<file path="config.mk">
export PLATFORM = sky130hd
export DESIGN_NAME = clock_and_reset_control
export DESIGN_NICKNAME = d
export VERILOG_FILES = /design/src/design/clock_reset_pkg.sv /design/src/design/clock_and_reset_control.sv
export SDC_FILE = /design/constraint.sdc
export NUM_CORES = 1
export LEC_CHECK = 0
export ABC_AREA = 1
export BUFFER_PORTS_ARGS = -buffer_cell sky130_fd_sc_hd__buf_4
export CAP_MARGIN = 0
export CELL_PAD_IN_SITES_DETAIL_PLACEMENT = 1
export CELL_PAD_IN_SITES_GLOBAL_PLACEMENT = 2
export CORE_ASPECT_RATIO = 0.8
export CORE_MARGIN = 2
export CORE_UTILIZATION = 36
export CTS_CLUSTER_DIAMETER = 60
export DETAILED_ROUTE_END_ITERATION = 7
export GPL_ROUTABILITY_DRIVEN = 0
export GPL_TIMING_DRIVEN = 1
export PLACE_DENSITY = 0.9
export SETUP_SLACK_MARGIN = 0.4
export SLEW_MARGIN = 40
export SYNTH_ARGS = -nofsm -noshare
export SYNTH_HDL_FRONTEND = slang
export SYNTH_SLANG_ARGS = --single-unit
</file>
<file path="constraint.sdc">
create_clock -name clock -period 3.9 [get_ports clock]
set_input_delay 0.78 -clock clock [delete_from_list [all_inputs] [get_ports clock]]
set_output_delay 0.78 -clock clock [all_outputs]
set_load 0.03 [all_outputs]
</file>
<file path="src/design/clock_reset_pkg.sv">
// Constants and carrier types for the clock and reset control block.
// Assumes a single 100 MHz clock standing in for the on-chip system clock.
package clock_reset_pkg;
    localparam int unsigned clock_mhz = 100;
    localparam int unsigned proc_clock_mhz = 2;
    localparam int unsigned proc_div = clock_mhz / proc_clock_mhz;
    localparam int unsigned pwm_div = 64;
    localparam int unsigned release_ns = 1400;
    localparam int unsigned release_cycles = release_ns * clock_mhz / 1000;
    localparam int unsigned irq_set_us = 100;
    localparam int unsigned irq_set_cycles = irq_set_us * clock_mhz;
    localparam int unsigned irq_clear_us = 90;
    localparam int unsigned irq_clear_cycles = irq_clear_us * clock_mhz;
    localparam logic [7:0] por_preset = 8'h00ff;
    localparam int unsigned buf_bit = 6;
    localparam int unsigned src_bit = 3;
    localparam logic [7:0] cfg_reset = 8'h0000;
    localparam logic [7:0] cfg_used_mask = 8'h004b;
    localparam logic [1:0] sel_divided = 2'h0;
    localparam logic [1:0] sel_slow = 2'h3;
    localparam logic [6:0] addr_base = 7'h0042;

    typedef struct packed {
        logic buffer_enable;
        logic source_select;
        logic [1:0] timebase_select;
    } clock_cfg_t;

    typedef enum logic [1:0] {
        st_reset = 2'b00,
        st_run = 2'b01,
        st_halt = 2'b10
    } power_state_t;
endpackage

</file>
<file path="src/design/clock_and_reset_control.sv">
// Clock enables, halt control, reset sequencing and slow clock routing.
// Assumes the serial bus front end reports start conditions and decoded commands
// as single-cycle pulses on this clock; slow clock pins arrive asynchronously.
`timescale 1ns/1ps
module clock_and_reset_control #(
    parameter int unsigned irq_set_cycles = clock_reset_pkg::irq_set_cycles,
    parameter int unsigned irq_clear_cycles = clock_reset_pkg::irq_clear_cycles,
    parameter int unsigned idle_width = 24
) (
    input wire logic clock, // System clock
    input wire logic rstn, // Synchronous reset, active low
    input wire logic reset_pin_n, // External reset pin, active low, async
    input wire logic por_active, // Supply below power_on_threshold, async
    input wire logic por_rc_tick, // On-chip RC clock tick, same domain
    input wire logic reset_command, // Reset command pulse from host
    input wire logic cfg_write, // Clock configuration write pulse
    input wire logic [7:0] cfg_data, // Written configuration byte
    input wire logic init_command, // Host configuration command pulse
    input wire logic push_pull_set, // Host selects push-pull interrupt
    input wire logic [idle_width-1:0] idle_limit, // Inactivity before halt
    input wire logic activity, // Any processing activity
    input wire logic key_event, // Key press or release pulse
    input wire logic bus_start, // Bus start condition pulse
    input wire logic slow_clock_input, // External slow clock pin, async
    input wire logic crystal_input, // Crystal oscillator output, async
    input wire logic [1:0] addr_pins, // Address-select pins, async
    input wire logic scan_out_8, // Keypad scan output 8 value
    input wire logic scan_out_8_oe_n, // Keypad scan output 8 enable, low drives
    output logic [7:0] clock_configuration, // Read-back of configuration
    output logic proc_tick, // Processing clock enable pulse
    output logic pwm_tick, // PWM timebase pulse
    output logic pwm_timebase, // Selected PWM timebase level
    output logic halted, // Processing clock stopped
    output logic in_reset, // Internal reset active
    output logic [6:0] bus_address, // Selected bus address
    output logic addr_pins_free, // Address pins usable as ports
    output logic irq_out, // Interrupt pin value
    output logic irq_oe_n, // Interrupt pin enable, low drives
    output logic not_initialized_flag, // Waiting for host configuration
    output logic shared_pin_out, // Shared scan pin value
    output logic shared_pin_oe_n // Shared scan pin enable, low drives
);
    // ****************************************
    // Synchronisers and reset sources
    // ****************************************
    logic [1:0] rp_s1_q, por_s1_q, slow_s2_q, addr_s2_q;
    logic [7:0] por_cnt_q;
    logic por_hold_q, pin_hold_q, cmd_hold_q;
    logic [$clog2(clock_reset_pkg::release_cycles+1)-1:0] rel_cnt_q;
    logic rst_any;

    always_ff @(posedge clock) begin
        rp_s1_q <= {rp_s1_q[0], reset_pin_n};
        por_s1_q <= {por_s1_q[0], por_active};
    end

    // Two flops each for slow pins and address pins
    logic [1:0] sl_a_q, sl_b_q, ad_a_q, ad_b_q;
    always_ff @(posedge clock) begin
        sl_a_q <= {crystal_input, slow_clock_input};
        sl_b_q <= sl_a_q;
        ad_a_q <= addr_pins;
        ad_b_q <= ad_a_q;
    end
    assign slow_s2_q = sl_b_q;
    assign addr_s2_q = ad_b_q;

    wire pin_low = !rp_s1_q[1];
    wire por_low = por_s1_q[1];

    // Power-on counter runs on the RC tick and releases on underflow
    always_ff @(posedge clock) begin
        if (por_low) begin
            por_cnt_q <= clock_reset_pkg::por_preset;
            por_hold_q <= 1'b1;
        end else if (!rstn) begin
            // Block reset starts with no power-on count pending
            por_cnt_q <= clock_reset_pkg::por_preset;
            por_hold_q <= 1'b0;
        end else if (por_hold_q && por_rc_tick) begin
            if (por_cnt_q == 8'h0000) begin
                por_hold_q <= 1'b0;
            end else begin
                por_cnt_q <= por_cnt_q - 8'h0001;
            end
        end
    end

    // Release delay after pin or command reset; stays well inside 1400 ns
    always_ff @(posedge clock) begin
        if (!rstn || pin_low || reset_command) begin
            rel_cnt_q <= '0;
            pin_hold_q <= 1'b1;
        end else if (pin_hold_q) begin
            if (rel_cnt_q == ($bits(rel_cnt_q))'(clock_reset_pkg::release_cycles / 2)) begin
                pin_hold_q <= 1'b0;
            end else begin
                rel_cnt_q <= rel_cnt_q + 1'b1;
            end
        end
    end
    assign rst_any = pin_hold_q || por_hold_q || pin_low || por_low;
    always_ff @(posedge clock) in_reset <= rst_any;

    // ****************************************
    // Configuration register
    // ****************************************
    clock_reset_pkg::clock_cfg_t cfg_q;
    always_ff @(posedge clock) begin
        if (rst_any) begin
            cfg_q <= {clock_reset_pkg::cfg_reset[clock_reset_pkg::buf_bit],
                clock_reset_pkg::cfg_reset[clock_reset_pkg::src_bit], clock_reset_pkg::cfg_reset[1:0]};
        end else if (cfg_write) begin
            cfg_q.buffer_enable <= cfg_data[clock_reset_pkg::buf_bit];
            cfg_q.source_select <= cfg_data[clock_reset_pkg::src_bit];
            cfg_q.timebase_select <= cfg_data[1:0];
        end
    end
    always_ff @(posedge clock) begin
        clock_configuration <= {1'b0, cfg_q.buffer_enable, 2'b00, cfg_q.source_select, 1'b0,
            cfg_q.timebase_select};
    end

    // ****************************************
    // Halt control and clock dividers
    // ****************************************
    clock_reset_pkg::power_state_t state_q;
    logic [idle_width-1:0] idle_q;
    wire wake = key_event || bus_start;
    always_ff @(posedge clock) begin
        if (rst_any) begin
            state_q <= clock_reset_pkg::st_reset;
            idle_q <= '0;
        end else begin
            case (state_q)
                clock_reset_pkg::st_reset: begin
                    state_q <= clock_reset_pkg::st_run;
                end
                clock_reset_pkg::st_run: begin
                    if (activity || wake) begin
                        idle_q <= '0;
                    end else if (idle_q >= idle_limit) begin
                        state_q <= clock_reset_pkg::st_halt;
                    end else begin
                        idle_q <= idle_q + 1'b1;
                    end
                end
                default: begin
                    idle_q <= '0;
                    if (wake) begin
                        state_q <= clock_reset_pkg::st_run;
                    end
                end
            endcase
        end
    end
    always_ff @(posedge clock) halted <= (state_q == clock_reset_pkg::st_halt);

    logic [5:0] pdiv_q, pwm_q;
    wire run = (state_q == clock_reset_pkg::st_run) && !rst_any;
    always_ff @(posedge clock) begin
        if (rst_any || !run) begin
            pdiv_q <= '0;
            proc_tick <= 1'b0;
        end else begin
            proc_tick <= (pdiv_q == 6'(clock_reset_pkg::proc_div - 1));
            pdiv_q <= (pdiv_q == 6'(clock_reset_pkg::proc_div - 1)) ? 6'h0000 : pdiv_q + 6'h0001;
        end
    end
    wire div_edge = run && (pdiv_q == 6'(clock_reset_pkg::proc_div - 1));
    always_ff @(posedge clock) begin
        if (rst_any) begin
            pwm_q <= '0;
        end else if (div_edge) begin
            pwm_q <= pwm_q + 6'h0001;
        end
    end

    // ****************************************
    // Timebase selection and shared pin
    // ****************************************
    wire slow_lvl = cfg_q.source_select ? slow_s2_q[0] : slow_s2_q[1];
    logic slow_prev_q;
    wire div_lvl = pwm_q[5];
    wire use_slow = (cfg_q.timebase_select == clock_reset_pkg::sel_slow);
    always_ff @(posedge clock) begin
        if (rst_any) begin
            // Track the pin so no false edge follows reset
            slow_prev_q <= slow_lvl;
            pwm_timebase <= 1'b0;
            pwm_tick <= 1'b0;
        end else begin
            slow_prev_q <= slow_lvl;
            pwm_timebase <= use_slow ? slow_lvl : div_lvl;
            pwm_tick <= use_slow ? (slow_lvl && !slow_prev_q) : (div_edge && pwm_q == 6'h003f);
        end
    end
    always_ff @(posedge clock) begin
        if (pin_low || rst_any) begin
            shared_pin_out <= 1'b0;
            shared_pin_oe_n <= 1'b1;
        end else if (cfg_q.buffer_enable) begin
            shared_pin_out <= use_slow ? slow_lvl : div_lvl;
            shared_pin_oe_n <= 1'b0;
        end else begin
            shared_pin_out <= scan_out_8;
            shared_pin_oe_n <= scan_out_8_oe_n;
        end
    end

    // ****************************************
    // Address sampling and initialization interrupt
    // ****************************************
    always_ff @(posedge clock) begin
        if (rst_any) begin
            bus_address <= clock_reset_pkg::addr_base + {5'h0000, addr_s2_q};
            addr_pins_free <= 1'b0;
        end else begin
            addr_pins_free <= 1'b1;
        end
    end

    logic [$clog2(irq_set_cycles+1)-1:0] set_cnt_q;
    logic [$clog2(irq_clear_cycles+1)-1:0] clr_cnt_q;
    logic irq_q, push_pull_q, clr_pend_q;
    always_ff @(posedge clock) begin
        if (rst_any) begin
            set_cnt_q <= '0;
            clr_cnt_q <= '0;
            irq_q <= 1'b0;
            clr_pend_q <= 1'b0;
            not_initialized_flag <= 1'b1;
        end else begin
            if (!irq_q && not_initialized_flag && set_cnt_q != ($bits(set_cnt_q))'(irq_set_cycles)) begin
                set_cnt_q <= set_cnt_q + 1'b1;
            end
            if (set_cnt_q == ($bits(set_cnt_q))'(irq_set_cycles - 1) && not_initialized_flag) begin
                irq_q <= 1'b1;
            end
            if (init_command) begin
                clr_pend_q <= 1'b1;
                clr_cnt_q <= '0;
                not_initialized_flag <= 1'b0;
            end else if (clr_pend_q) begin
                if (clr_cnt_q == ($bits(clr_cnt_q))'(irq_clear_cycles - 1)) begin
                    irq_q <= 1'b0;
                    clr_pend_q <= 1'b0;
                end else begin
                    clr_cnt_q <= clr_cnt_q + 1'b1;
                end
            end
        end
    end
    always_ff @(posedge clock) begin
        if (rst_any) begin
            push_pull_q <= 1'b0;
        end else if (push_pull_set) begin
            push_pull_q <= 1'b1;
        end
    end
    // Active-low pin; open-drain only ever drives low
    always_ff @(posedge clock) begin
        if (pin_low || rst_any) begin
            irq_out <= 1'b0;
            irq_oe_n <= 1'b1;
        end else begin
            irq_out <= !irq_q;
            irq_oe_n <= push_pull_q ? 1'b0 : !irq_q;
        end
    end
endmodule

</file>
==> out/results.tsv, run 1 <==
stage	metric	value	unit
clocking	TritonCTS clock tree	built	
grt	largest net degree at the start of global routing	25	
timing	post-route setup TNS	0	ps
grt	global route overflow	0	
worst_setup_path	crit-path leading delay family	simple AND/OR/NAND/NOR gates	
routing	post-detailed-route DRC marker count	0	
flow_run	total of max-cap violations	0	
worst_setup_path	count of buffer and inverter cells on the critical path	2	
die	area of the core region	17500	sq um
synth	share of async-settable or async-resettable flops after synthesis	0	
synth	Yosys warning total	0	
timing	crit share post-route	0.591	
timing	worst slew pin tran	558	ps
cells_and_area	nets	1031	
clocking	total CTS buffers	17	
die	initial core utilization	0.371	
clocking	number of buffers inserted to repair setup after CTS	0	
worst_setup_path	Critical Path Fanout Max	17	
power	total power consumption of the routed design	2.84	mW
worst_setup_path	required time of the critical path	4240	ps
synth	synthesis-stage register bit count	122	
cells_and_area	final core utilization	0.439	
clocking	CTS H-tree lvls	4	
place	post-detailed-placement cell area	7130	sq um
grt	GRT Resource Usage Total	0.179	
die	die boundary height	124	microns
routing	initial detailed-routing violation count	146	
cells_and_area	share of post-route cells with drive strength above 1	0.180	
power	pwr dens	369	nW/um^2
cells_and_area	post-route cell area	7680	sq um
clocking	quantity of hold-fixing buffers added after cts	0	
outcome	run status	finished clean	
clocking	maximum count of clock buffers along a single path	2	
routing	via count normalized by instance count	4.75	
synth	distinct cell type count after synthesis	43	
clocking	clk slew on worst S/H paths	60	ps
hold_path	Hold Crit Class	flip-flop to flip-flop	
timing	number of max-slew violations in the final report	0	
clocking	insertion delay of the later-clocked pin in the worst-skew pair	420	ps
clocking	quantity of gates resized following cts	0	
synth	ys flop type	dfxtp_1	
grt	vias in the first global route	5699	
die	number of core rows	43	
timing	top achievable clock speed	434	MHz
grt	initial antenna violation count	0	
worst_setup_path	critical path endpoint category	flip-flop	
power	static leakage	3.07	nW
worst_setup_path	Worst Path Class, Setup	flip-flop to flip-flop	
timing	Max-Slew Margin vs Limit	0.627	
synth	count of flip-flops with a built-in enable after synthesis	3	
place	# port buffers	63	
place	post-placement cell count	1152	
routing	detailed-router iteration count before antenna repair	4	
power	maximum vdd ir drop	0.242	mV
die	I/O pin count	76	
synth	cell area after synthesis	6480	sq um
synth	sequential area share after synthesis	0.382	
cells_and_area	area growth from synthesis to layout	18.6	%
clocking	total number of clock tree sinks	122	
place	DP HPWL	11800	microns
routing	Wirelength per Cell	13.6	microns
die	horizontal die dimension	154	microns
worst_setup_path	critical path's slowest cell	nand2_1	
cells_and_area	antenna diode count	0	
timing	final critical-path required period	2300	ps
synth	post-synthesis cell count	877	
routing	Routed WL	16100	microns
routing	total via count in the routed design	5619	
timing	number of hold-slack violations in the final timing report	0	
worst_setup_path	startpoint types	flip-flop	
timing	final setup violation count	0	
clocking	root buffer selected by CTS	clkbuf_16	
worst_setup_path	CP Data Arrival Time	2650	ps
cells_and_area	non-filler cells in the finished layout	1184	
worst_setup_path	Cell Chain, Critical Path	ha_1, inv_1, nor3_1, nand3_1, nand2_1, inv_1, nand2_1, o21bai_1, a21oi_1	
die	Die Footprint	19100	sq um
routing	number of nets with antenna violations after detailed routing	0	
synth	synthesized area divided by synthesized cell count	7.39	sq um
timing	largest clock skew in the final design	9.52	ps
grt	first-pass GRT wire length	27500	microns
worst_setup_path	delay of the slowest critical-path stage	450	ps
timing	unrepaired setup endpoints after global routing	false	
synth_stat cells (3+ instances only):
| library cell | count | share of area |
|---|---|---|
| inv_2 | 11 | 0.0064 |
| nor3b_1 | 5 | 0.0058 |
| nor2_4 | 6 | 0.010 |
| nor4_1 | 9 | 0.0087 |
| nand2_2 | 24 | 0.023 |
| nor3_1 | 19 | 0.015 |
| xor2_1 | 18 | 0.024 |
| nand4_1 | 14 | 0.014 |
| buf_4 | 9 | 0.010 |
| nand3b_1 | 5 | 0.0058 |
| nand3_1 | 50 | 0.039 |
| inv_1 | 116 | 0.067 |
| o21ai_0 | 31 | 0.024 |
| xnor2_1 | 12 | 0.016 |
| ha_1 | 35 | 0.068 |
| a21oi_2 | 21 | 0.028 |
| buf_2 | 4 | 0.0031 |
| nand2_1 | 187 | 0.11 |
| a21o_1 | 3 | 0.0035 |
| a21oi_1 | 58 | 0.045 |
| nor2_2 | 5 | 0.0048 |
| o21ai_1 | 5 | 0.0039 |
| nor2_1 | 77 | 0.045 |
| dfxtp_1 | 119 | 0.37 |
| clkbuf_1 | 4 | 0.0023 |
| buf_1 | 3 | 0.0017 |
| edfxtp_1 | 3 | 0.014 |
sequential cells by signal, indices dropped and copies added (netlist names), 2 cells and up:
signal / count
ad_a_q: 2
ad_b_q: 2
clock_configuration: 4
state_q: 2
set_cnt_q: 14
cfg_q: 4
por_cnt_q: 8
idle_q: 24
por_s1_q: 2
clr_cnt_q: 14
sl_a_q: 2
sl_b_q: 2
pdiv_q: 6
rel_cnt_q: 8
rp_s1_q: 2
bus_address: 3
pwm_q: 6
cells in the final DEF, fill, tap and decap left out, types with 4 or more instances in the layout:
master	count
inv_1	116
nand2_1	187
nor3b_1	5
ha_1	35
clkinvlp_4	4
nor2_2	5
nand3b_1	5
o21ai_0	31
a21oi_1	58
inv_2	11
xor2_1	18
clkinv_2	5
o21ai_1	5
a21oi_2	21
clkbuf_16	17
nor4_1	9
nand2_2	24
buf_4	66
dfxtp_1	119
nor3_1	18
nand4_1	14
nor2_1	77
conb_1	8
nand3_1	49
xnor2_1	12
nor2_4	6
logic make-up after synthesis:
family / Yosys count / share of synthesized area
and+or+nand+nor: 409 / 0.295
buffers and inverters: 152 / 0.0995
AOI/OAI and AO/OA: 126 / 0.113
DFF: 122 / 0.382
adders and majority gates: 35 / 0.0676
xor gates and xnor gates: 30 / 0.0406
other: 2 / 0.00116
muxes: 1 / 0.00174
where the power goes:
group          leakage, nW  switching (mW)  total, mW  internal, mW
Combinational         1.82          0.0513     0.0969        0.0456
Clock                0.262           0.585       1.47         0.887
Sequential           0.996         0.00458       1.27          1.26
Total                 3.07           0.641       2.84          2.20
path summary, 6_finish.rpt:
| path | from | to | slack, ps | cells after the start |
|---|---|---|---|---|
| worst max-delay path | clr_cnt_q[0]$_SDFFE_PP0P_ | clr_cnt_q[3]$_SDFFE_PP0P_ | 1600 | 9 |
| worst min-delay path | rp_s1_q[0]$_DFF_P_ | rp_s1_q[1]$_DFF_P_ | 330 | 0 |
| worst max register to register | clr_cnt_q[0]$_SDFFE_PP0P_ | clr_cnt_q[3]$_SDFFE_PP0P_ | 1600 | 9 |
| worst min register to register | rp_s1_q[0]$_DFF_P_ | rp_s1_q[1]$_DFF_P_ | 330 | 0 |
stage by stage:
stage / hold WS, ps / setup WS [ps]
2_1_floorplan: 310 / 1660
3_3_place_gp: 312 / 1360
3_5_place_dp: 313 / 1320
4_1_cts: 327 / 1560
5_1_grt: 334 / 1340
6_report: 325 / 1600
layer usage:
metal | vias to the layer above | GRT usage | routed length [microns]
met1 | 2605 | 0.249 | 8570
met4 | 0 | 0.0596 | 197
met2 | 60 | 0.280 | 6870
met3 | 18 | 0.0344 | 438
met5 | - | 0 | 0
li1 | 2936 | - | -
area by class of cell:
cell class / instances / area [sq um]
inverters: 130 / 490
multi-input cells: 609 / 3390
flip-flops and latches: 122 / 2470
clock buffers: 20 / 447
repair buffers: 66 / 495
fillers: 2199 / 9800
well taps: 225 / 282
clock inverters: 12 / 103
worst register-to-register path: cells and delay by family (launching register included):
family,cells,cell delay (ps)
adders and majority gates,1,260
AOI/OAI and AO/OA,2,170
and+or+nand+nor,4,910
buffers and inverters,2,470
DFF,1,430
No activity file was read; power rests on OpenSTA's default activity.
==> inputs of run 2 (changes only) <==
--- a/config.mk
+++ b/config.mk
@@ -12,12 +12,12 @@
 export CELL_PAD_IN_SITES_GLOBAL_PLACEMENT = 2
 export CORE_ASPECT_RATIO = 0.8
 export CORE_MARGIN = 2
-export CORE_UTILIZATION = 36
+export CORE_UTILIZATION = 34
 export CTS_CLUSTER_DIAMETER = 60
 export DETAILED_ROUTE_END_ITERATION = 7
 export GPL_ROUTABILITY_DRIVEN = 0
 export GPL_TIMING_DRIVEN = 1
-export PLACE_DENSITY = 0.9
+export PLACE_DENSITY = 0.86
 export SETUP_SLACK_MARGIN = 0.4
 export SLEW_MARGIN = 40
 export SYNTH_ARGS = -nofsm -noshare
==> constraint.sdc (replaced) <==
create_clock -name clock -period 2.3 [get_ports clock]
set_input_delay 0.46 -clock clock [delete_from_list [all_inputs] [get_ports clock]]
set_output_delay 0.46 -clock clock [all_outputs]
set_load 0.03 [all_outputs]
==> out/results.tsv, run 2 (synthesis results as in run 1) <==
stage	metric	value	unit
routing	via count normalized by instance count	4.69	
hold_path	Hold Path Cell Cnt	1	
cells_and_area	antenna diode count	0	
place	# port buffers	63	
die	number of core rows	45	
worst_setup_path	critical path endpoint category	flip-flop	
place	DP HPWL	12200	microns
die	horizontal die dimension	158	microns
clocking	TritonCTS clock tree	built	
timing	post-route setup TNS	0	ps
clocking	quantity of hold-fixing buffers added after cts	0	
die	initial core utilization	0.345	
worst_setup_path	Critical Path Fanout Max	6	
cells_and_area	share of post-route cells with drive strength above 1	0.275	
worst_setup_path	critical path's slowest cell	dfxtp_4	
timing	final setup violation count	0	
grt	global route overflow	0	
cells_and_area	leading cell type in the layout, fill and taps excluded	nand2_1	
timing	number of hold-slack violations in the final timing report	0	
routing	detailed-router iteration count before antenna repair	4	
clocking	clk slew on worst S/H paths	60	ps
worst_setup_path	most numerous cell on the critical path	nand2_4	
die	Die Footprint	20200	sq um
routing	met1 WL	8970	microns
routing	wire length on met3	812	microns
worst_setup_path	startpoint types	flip-flop	
cells_and_area	max FFs per register	24	
die	area of the core region	18800	sq um
clocking	insertion delay of the later-clocked pin in the worst-skew pair	420	ps
cells_and_area	area growth from synthesis to layout	32.1	%
cells_and_area	post-route cell area	8560	sq um
cells_and_area	register with the most flip-flops	idle_q	
grt	largest net degree at the start of global routing	42	
worst_setup_path	critical register-to-register path startpoint	idle_q[22]$_SDFFE_PN0P_	
worst_setup_path	Register-to-Register Setup Slack	370	ps
clocking	total CTS buffers	17	
grt	first-pass GRT wire length	29000	microns
clocking	CTS H-tree lvls	4	
hold_path	worst hold path startpoint	addr_pins[0]	
routing	topmost layer with routed signal wires	met4	
hold_path	Hold Crit Class	primary input to flip-flop	
timing	final critical-path required period	1930	ps
power	maximum vdd ir drop	0.354	mV
clocking	maximum count of clock buffers along a single path	2	
die	die boundary height	127	microns
routing	total via count in the routed design	5851	
cells_and_area	most frequent cells in the layout	nand2_1 (173), inv_1 (112), dfxtp_1 (98)	
routing	post-detailed-route DRC marker count	0	
worst_setup_path	CP Data Arrival Time	2260	ps
clocking	root buffer selected by CTS	clkbuf_16	
power	pwr dens	601	nW/um^2
grt	initial antenna violation count	0	
worst_setup_path	count of buffer and inverter cells on the critical path	0	
routing	routed wl met2	7660	microns
cells_and_area	count of filler cells inserted in the layout	2315	
outcome	run status	finished clean	
worst_setup_path	Worst Reg2Reg Path Length in Cells	13	
timing	Max-Slew Margin vs Limit	0.581	
timing	crit share post-route	0.838	
hold_path	WHS Endpoint	ad_a_q[0]$_DFF_P_	
worst_setup_path	required time of the critical path	2630	ps
timing	worst slew pin tran	628	ps
grt	GRT Resource Usage Total	0.183	
power	static leakage	3.34	nW
flow_run	total of max-cap violations	0	
worst_setup_path	Cell Chain, Critical Path	ha_4, nand2_4, nor2_4, nand2_4, nor2_4, nand2_2, nor2_2, nand2_2, nand2_4, nand2_8, nand2_8, nand2_4, a21oi_2	
worst_setup_path	Worst Path Class, Setup	flip-flop to flip-flop	
worst_setup_path	reg-to-reg endpoint	idle_q[3]$_SDFFE_PN0P_	
timing	top achievable clock speed	519	MHz
place	post-detailed-placement cell area	7290	sq um
cells_and_area	nets	1063	
routing	number of nets with antenna violations after detailed routing	0	
routing	Routed WL	17700	microns
clocking	total number of clock tree sinks	122	
die	I/O pin count	76	
worst_setup_path	crit-path leading delay family	simple AND/OR/NAND/NOR gates	
routing	Wirelength per Cell	14.2	microns
routing	initial detailed-routing violation count	328	
timing	unrepaired setup endpoints after global routing	true	
worst_setup_path	delay of the slowest critical-path stage	360	ps
timing	largest clock skew in the final design	8.26	ps
timing	number of max-slew violations in the final report	0	
cells_and_area	Regs by FF count	idle_q: 24 flops, clr_cnt_q: 14 flops, set_cnt_q: 14 flops	
grt	vias in the first global route	5904	
-- run 2: cell count changes in the layout (fill, tap and decap cells not counted), moves of 4 or more --
cell / previous run / this run
ha_4: 0 / 16
nand2_4: 1 / 25
nor2_1: 77 / 72
nand2_2: 24 / 15
ha_1: 35 / 18
dfxtp_1: 119 / 98
dfxtp_2: 0 / 10
inv_1: 116 / 112
buf_4: 66 / 92
nand2_1: 187 / 173
dfxtp_4: 0 / 11
-- run 2: report_power, final --
part | internal [mW] | switching (mW) | total (mW)
combinational | 0.0911 | 0.103 | 0.195
clock | 1.88 | 0.934 | 2.82
sequential | 2.13 | 0.00696 | 2.14
-- run 2: what timing repair did --
action | CTS | global route
setup endpoints to repair | 24 | 55
pin swaps | 14 | 20
gates resized for setup | 45 | 63
buffers inserted | 12 | 3
gates cloned | 4 | 0
-- run 2: layout make-up --
| class | instances | area (sq um) | share of cell area |
|---|---|---|---|
| Multi-Input combinational cell | 613 | 3880 | 0.453 |
| Inverter | 130 | 498 | 0.0582 |
| Tap cell | 258 | 323 | 0.0377 |
| Timing Repair Buffer | 94 | 713 | 0.0833 |
| Sequential cell | 122 | 2530 | 0.295 |
| Clock inverter | 9 | 145 | 0.0170 |
| Clock buffer | 22 | 474 | 0.0554 |
-- run 2: metrics by stage --
step	instances	power, mW	worst slack (ps)	hold WS, ps	util
after detailed placement	1198	2.36	44.8	314	0.388
after floorplan	883	2.29	401	310	-
after global routing	1248	5.32	269	128	0.455
after CTS	1245	5.20	348	122	0.438
final	1248	5.15	372	145	0.455
after global placement	1198	2.36	96.8	312	0.388
-- run 2: layer usage --
| metal | vias to the layer above | GRT usage |
|---|---|---|
| met5 | - | 0 |
| met4 | 0 | 0.0556 |
| met3 | 25 | 0.0499 |
| met2 | 104 | 0.276 |
| met1 | 2711 | 0.254 |
| li1 | 3011 | - |
-- run 2: worst max path at each step --
stage                                  from                       to  slack, ps  depth (start not counted)
global route        idle_q[23]$_SDFFE_PN0P_  idle_q[21]$_SDFFE_PN0P_        270                         13
finish              idle_q[22]$_SDFFE_PN0P_   idle_q[3]$_SDFFE_PN0P_        370                         13
detailed placement           idle_limit[19]   idle_q[1]$_SDFFE_PN0P_         40                         15
floorplan                     idle_limit[7]  idle_q[15]$_SDFFE_PN0P_        400                         15
global placement             idle_limit[19]   idle_q[1]$_SDFFE_PN0P_        100                         15
CTS                 idle_q[19]$_SDFFE_PN0P_  idle_q[21]$_SDFFE_PN0P_        350                         13
==> inputs of run 3 (changes only) <==
==> constraint.sdc (replaced) <==
create_clock -name clock -period 1.99 [get_ports clock]
set_input_delay 0.398 -clock clock [delete_from_list [all_inputs] [get_ports clock]]
set_output_delay 0.398 -clock clock [all_outputs]
set_load 0.03 [all_outputs]
==> out/results.tsv, run 3 (synthesis results as in run 1) <==
stage	metric	value	unit
timing	top achievable clock speed	523	MHz
timing	unrepaired setup endpoints after global routing	true	
cells_and_area	non-filler cells in the finished layout	1278	
clocking	TritonCTS clock tree	built	
grt	global route overflow	0	
place	post-placement cell count	1223	
grt	initial antenna violation count	0	
routing	Wirelength per Cell	14.7	microns
routing	post-detailed-route DRC marker count	0	
grt	GRT Resource Usage Total	0.190	
worst_setup_path	CP Data Arrival Time	2260	ps
outcome	run status	finished clean	
power	maximum vdd ir drop	0.434	mV
power	total power consumption of the routed design	5.93	mW
routing	number of nets with antenna violations after detailed routing	0	
worst_setup_path	Register-to-Register Setup Slack	80	ps
hold_path	Hold Path Cell Cnt	1	
power	static leakage	3.58	nW
routing	via count normalized by instance count	4.74	
flow_run	total of max-cap violations	0	
worst_setup_path	critical path's slowest cell	dfxtp_4	
worst_setup_path	Critical Path Fanout Max	7	
timing	number of max-slew violations in the final report	0	
timing	post-route worst setup slack	79.1	ps
cells_and_area	nets	1092	
cells_and_area	antenna diode count	0	
die	area of the core region	18800	sq um
cells_and_area	final core utilization	0.490	
hold_path	WHS Endpoint	sl_a_q[0]$_DFF_P_	
clocking	total CTS buffers	17	
timing	number of hold-slack violations in the final timing report	0	
die	Die Footprint	20200	sq um
timing	post-route setup TNS	0	ps
routing	detailed-router iteration count before antenna repair	4	
routing	initial detailed-routing violation count	219	
place	DP HPWL	12700	microns
worst_setup_path	critical register-to-register path startpoint	idle_q[23]$_SDFFE_PN0P_	
place	worst setup timing slack at the placement stage	-169	ps
worst_setup_path	startpoint types	flip-flop	
timing	crit share post-route	0.960	
grt	vias in the first global route	6251	
cells_and_area	register with the most flip-flops	idle_q	
die	number of core rows	45	
cells_and_area	most frequent cells in the layout	nand2_1 (156), buf_4 (116), inv_1 (85)	
routing	total via count in the routed design	6064	
power	Comb power frac	0.042	
cells_and_area	leading cell type in the layout, fill and taps excluded	nand2_1	
cells_and_area	max FFs per register	24	
cells_and_area	area growth from synthesis to layout	42.2	%
hold_path	Hold Crit Class	primary input to flip-flop	
timing	Fin Hold WS	79.6	ps
power	share of total power in sequential cells	0.417	
clocking	root buffer selected by CTS	clkbuf_16	
clocking	quantity of hold-fixing buffers added after cts	0	
worst_setup_path	reg-to-reg endpoint	idle_q[23]$_SDFFE_PN0P_	
power	clock share of power	0.541	
hold_path	worst hold path startpoint	slow_clock_input	
power	pwr dens	643	nW/um^2
die	horizontal die dimension	158	microns
power	Sw Ratio	0.239	
timing	worst slew pin tran	797	ps
worst_setup_path	delay of the slowest critical-path stage	370	ps
timing	final setup violation count	0	
place	post-detailed-placement cell area	7750	sq um
worst_setup_path	Worst Path Class, Setup	flip-flop to flip-flop	
die	die boundary height	127	microns
clocking	CTS H-tree lvls	4	
clocking	clk slew on worst S/H paths	70	ps
clocking	maximum count of clock buffers along a single path	2	
die	initial core utilization	0.345	
timing	largest clock skew in the final design	10.3	ps
grt	first-pass GRT wire length	30600	microns
cells_and_area	share of post-route cells with drive strength above 1	0.394	
timing	Max-Slew Margin vs Limit	0.467	
grt	largest net degree at the start of global routing	30	
cells_and_area	Regs by FF count	idle_q: 24 flops, clr_cnt_q: 14 flops, set_cnt_q: 14 flops	
routing	Routed WL	18800	microns
clocking	insertion delay of the later-clocked pin in the worst-skew pair	420	ps
worst_setup_path	critical path endpoint category	flip-flop	
power	switching power of the nets	1.42	mW
timing	final critical-path required period	1910	ps
worst_setup_path	Worst Reg2Reg Path Length in Cells	10	
cells_and_area	post-route cell area	9210	sq um
worst_setup_path	Cell Chain, Critical Path	ha_4, a21o_1, nor2_1, nand2_2, a21oi_4, nand2_4, nand2_8, buf_6, nand3_1, a21oi_2	
die	I/O pin count	76	
clocking	total number of clock tree sinks	122	
place	# port buffers	63	
worst_setup_path	required time of the critical path	2340	ps
power	design internal power	4.51	mW
==> run 3: power groups by stage <==
stage / sequential (mW) / combinational (mW) / clock, mW
final: 2.47 / 0.250 / 3.21
after floorplan: 2.54 / 0.128 / 0
after global placement: 2.53 / 0.231 / 0
after global routing: 2.47 / 0.279 / 3.38
after detailed placement: 2.54 / 0.236 / 0
after CTS: 2.48 / 0.241 / 3.27
==> run 3: worst max-delay path by stage <==
stage / start / to / slack [ps] / cells past startpoint
after global routing: idle_q[23]$_SDFFE_PN0P_ / idle_q[11]$_SDFFE_PN0P_ / -30 / 13
after global placement: idle_limit[23] / idle_q[3]$_SDFFE_PN0P_ / -110 / 15
after detailed placement: idle_limit[17] / idle_q[14]$_SDFFE_PN0P_ / -170 / 15
after CTS: idle_q[23]$_SDFFE_PN0P_ / idle_q[11]$_SDFFE_PN0P_ / 50 / 13
after floorplan: idle_limit[23] / idle_q[20]$_SDFFE_PN0P_ / 200 / 15
final: idle_q[23]$_SDFFE_PN0P_ / idle_q[23]$_SDFFE_PN0P_ / 80 / 10
==> run 3: layout make-up <==
| class | instances | area [sq um] |
|---|---|---|
| repair inverters | 2 | 13.8 |
| multi-input cells | 611 | 4210 |
| flip-flops and latches | 122 | 2540 |
| clock inverters | 12 | 124 |
| repair buffers | 123 | 975 |
| fillers | 2288 | 9590 |
| well taps | 258 | 323 |
| inverters | 130 | 543 |
| clock buffers | 20 | 489 |
==> run 3: layer usage <==
metal	wire, microns	GRT usage	vias up
met2	8990	0.312	72
met4	215	0.0578	0
met3	501	0.0322	20
met1	9080	0.256	2899
li1	-	-	3073
met5	0	0	-
==> run 3: critical path: cells and delay by family, from the launching register on <==
| kind | cells | cell delay, ps |
|---|---|---|
| DFF | 1 | 370 |
| AOI/OAI and AO/OA | 3 | 510 |
| buffers and inverters | 1 | 150 |
| and+or+nand+nor | 5 | 560 |
| adders and majority gates | 1 | 250 |
==> run 3: repair_timing <==
item	in CTS	in global routing
setup buffers	5	14
pin swaps	20	42
cloned	3	1
endpoints found under the setup margin	62	80
resized for setup	49	139
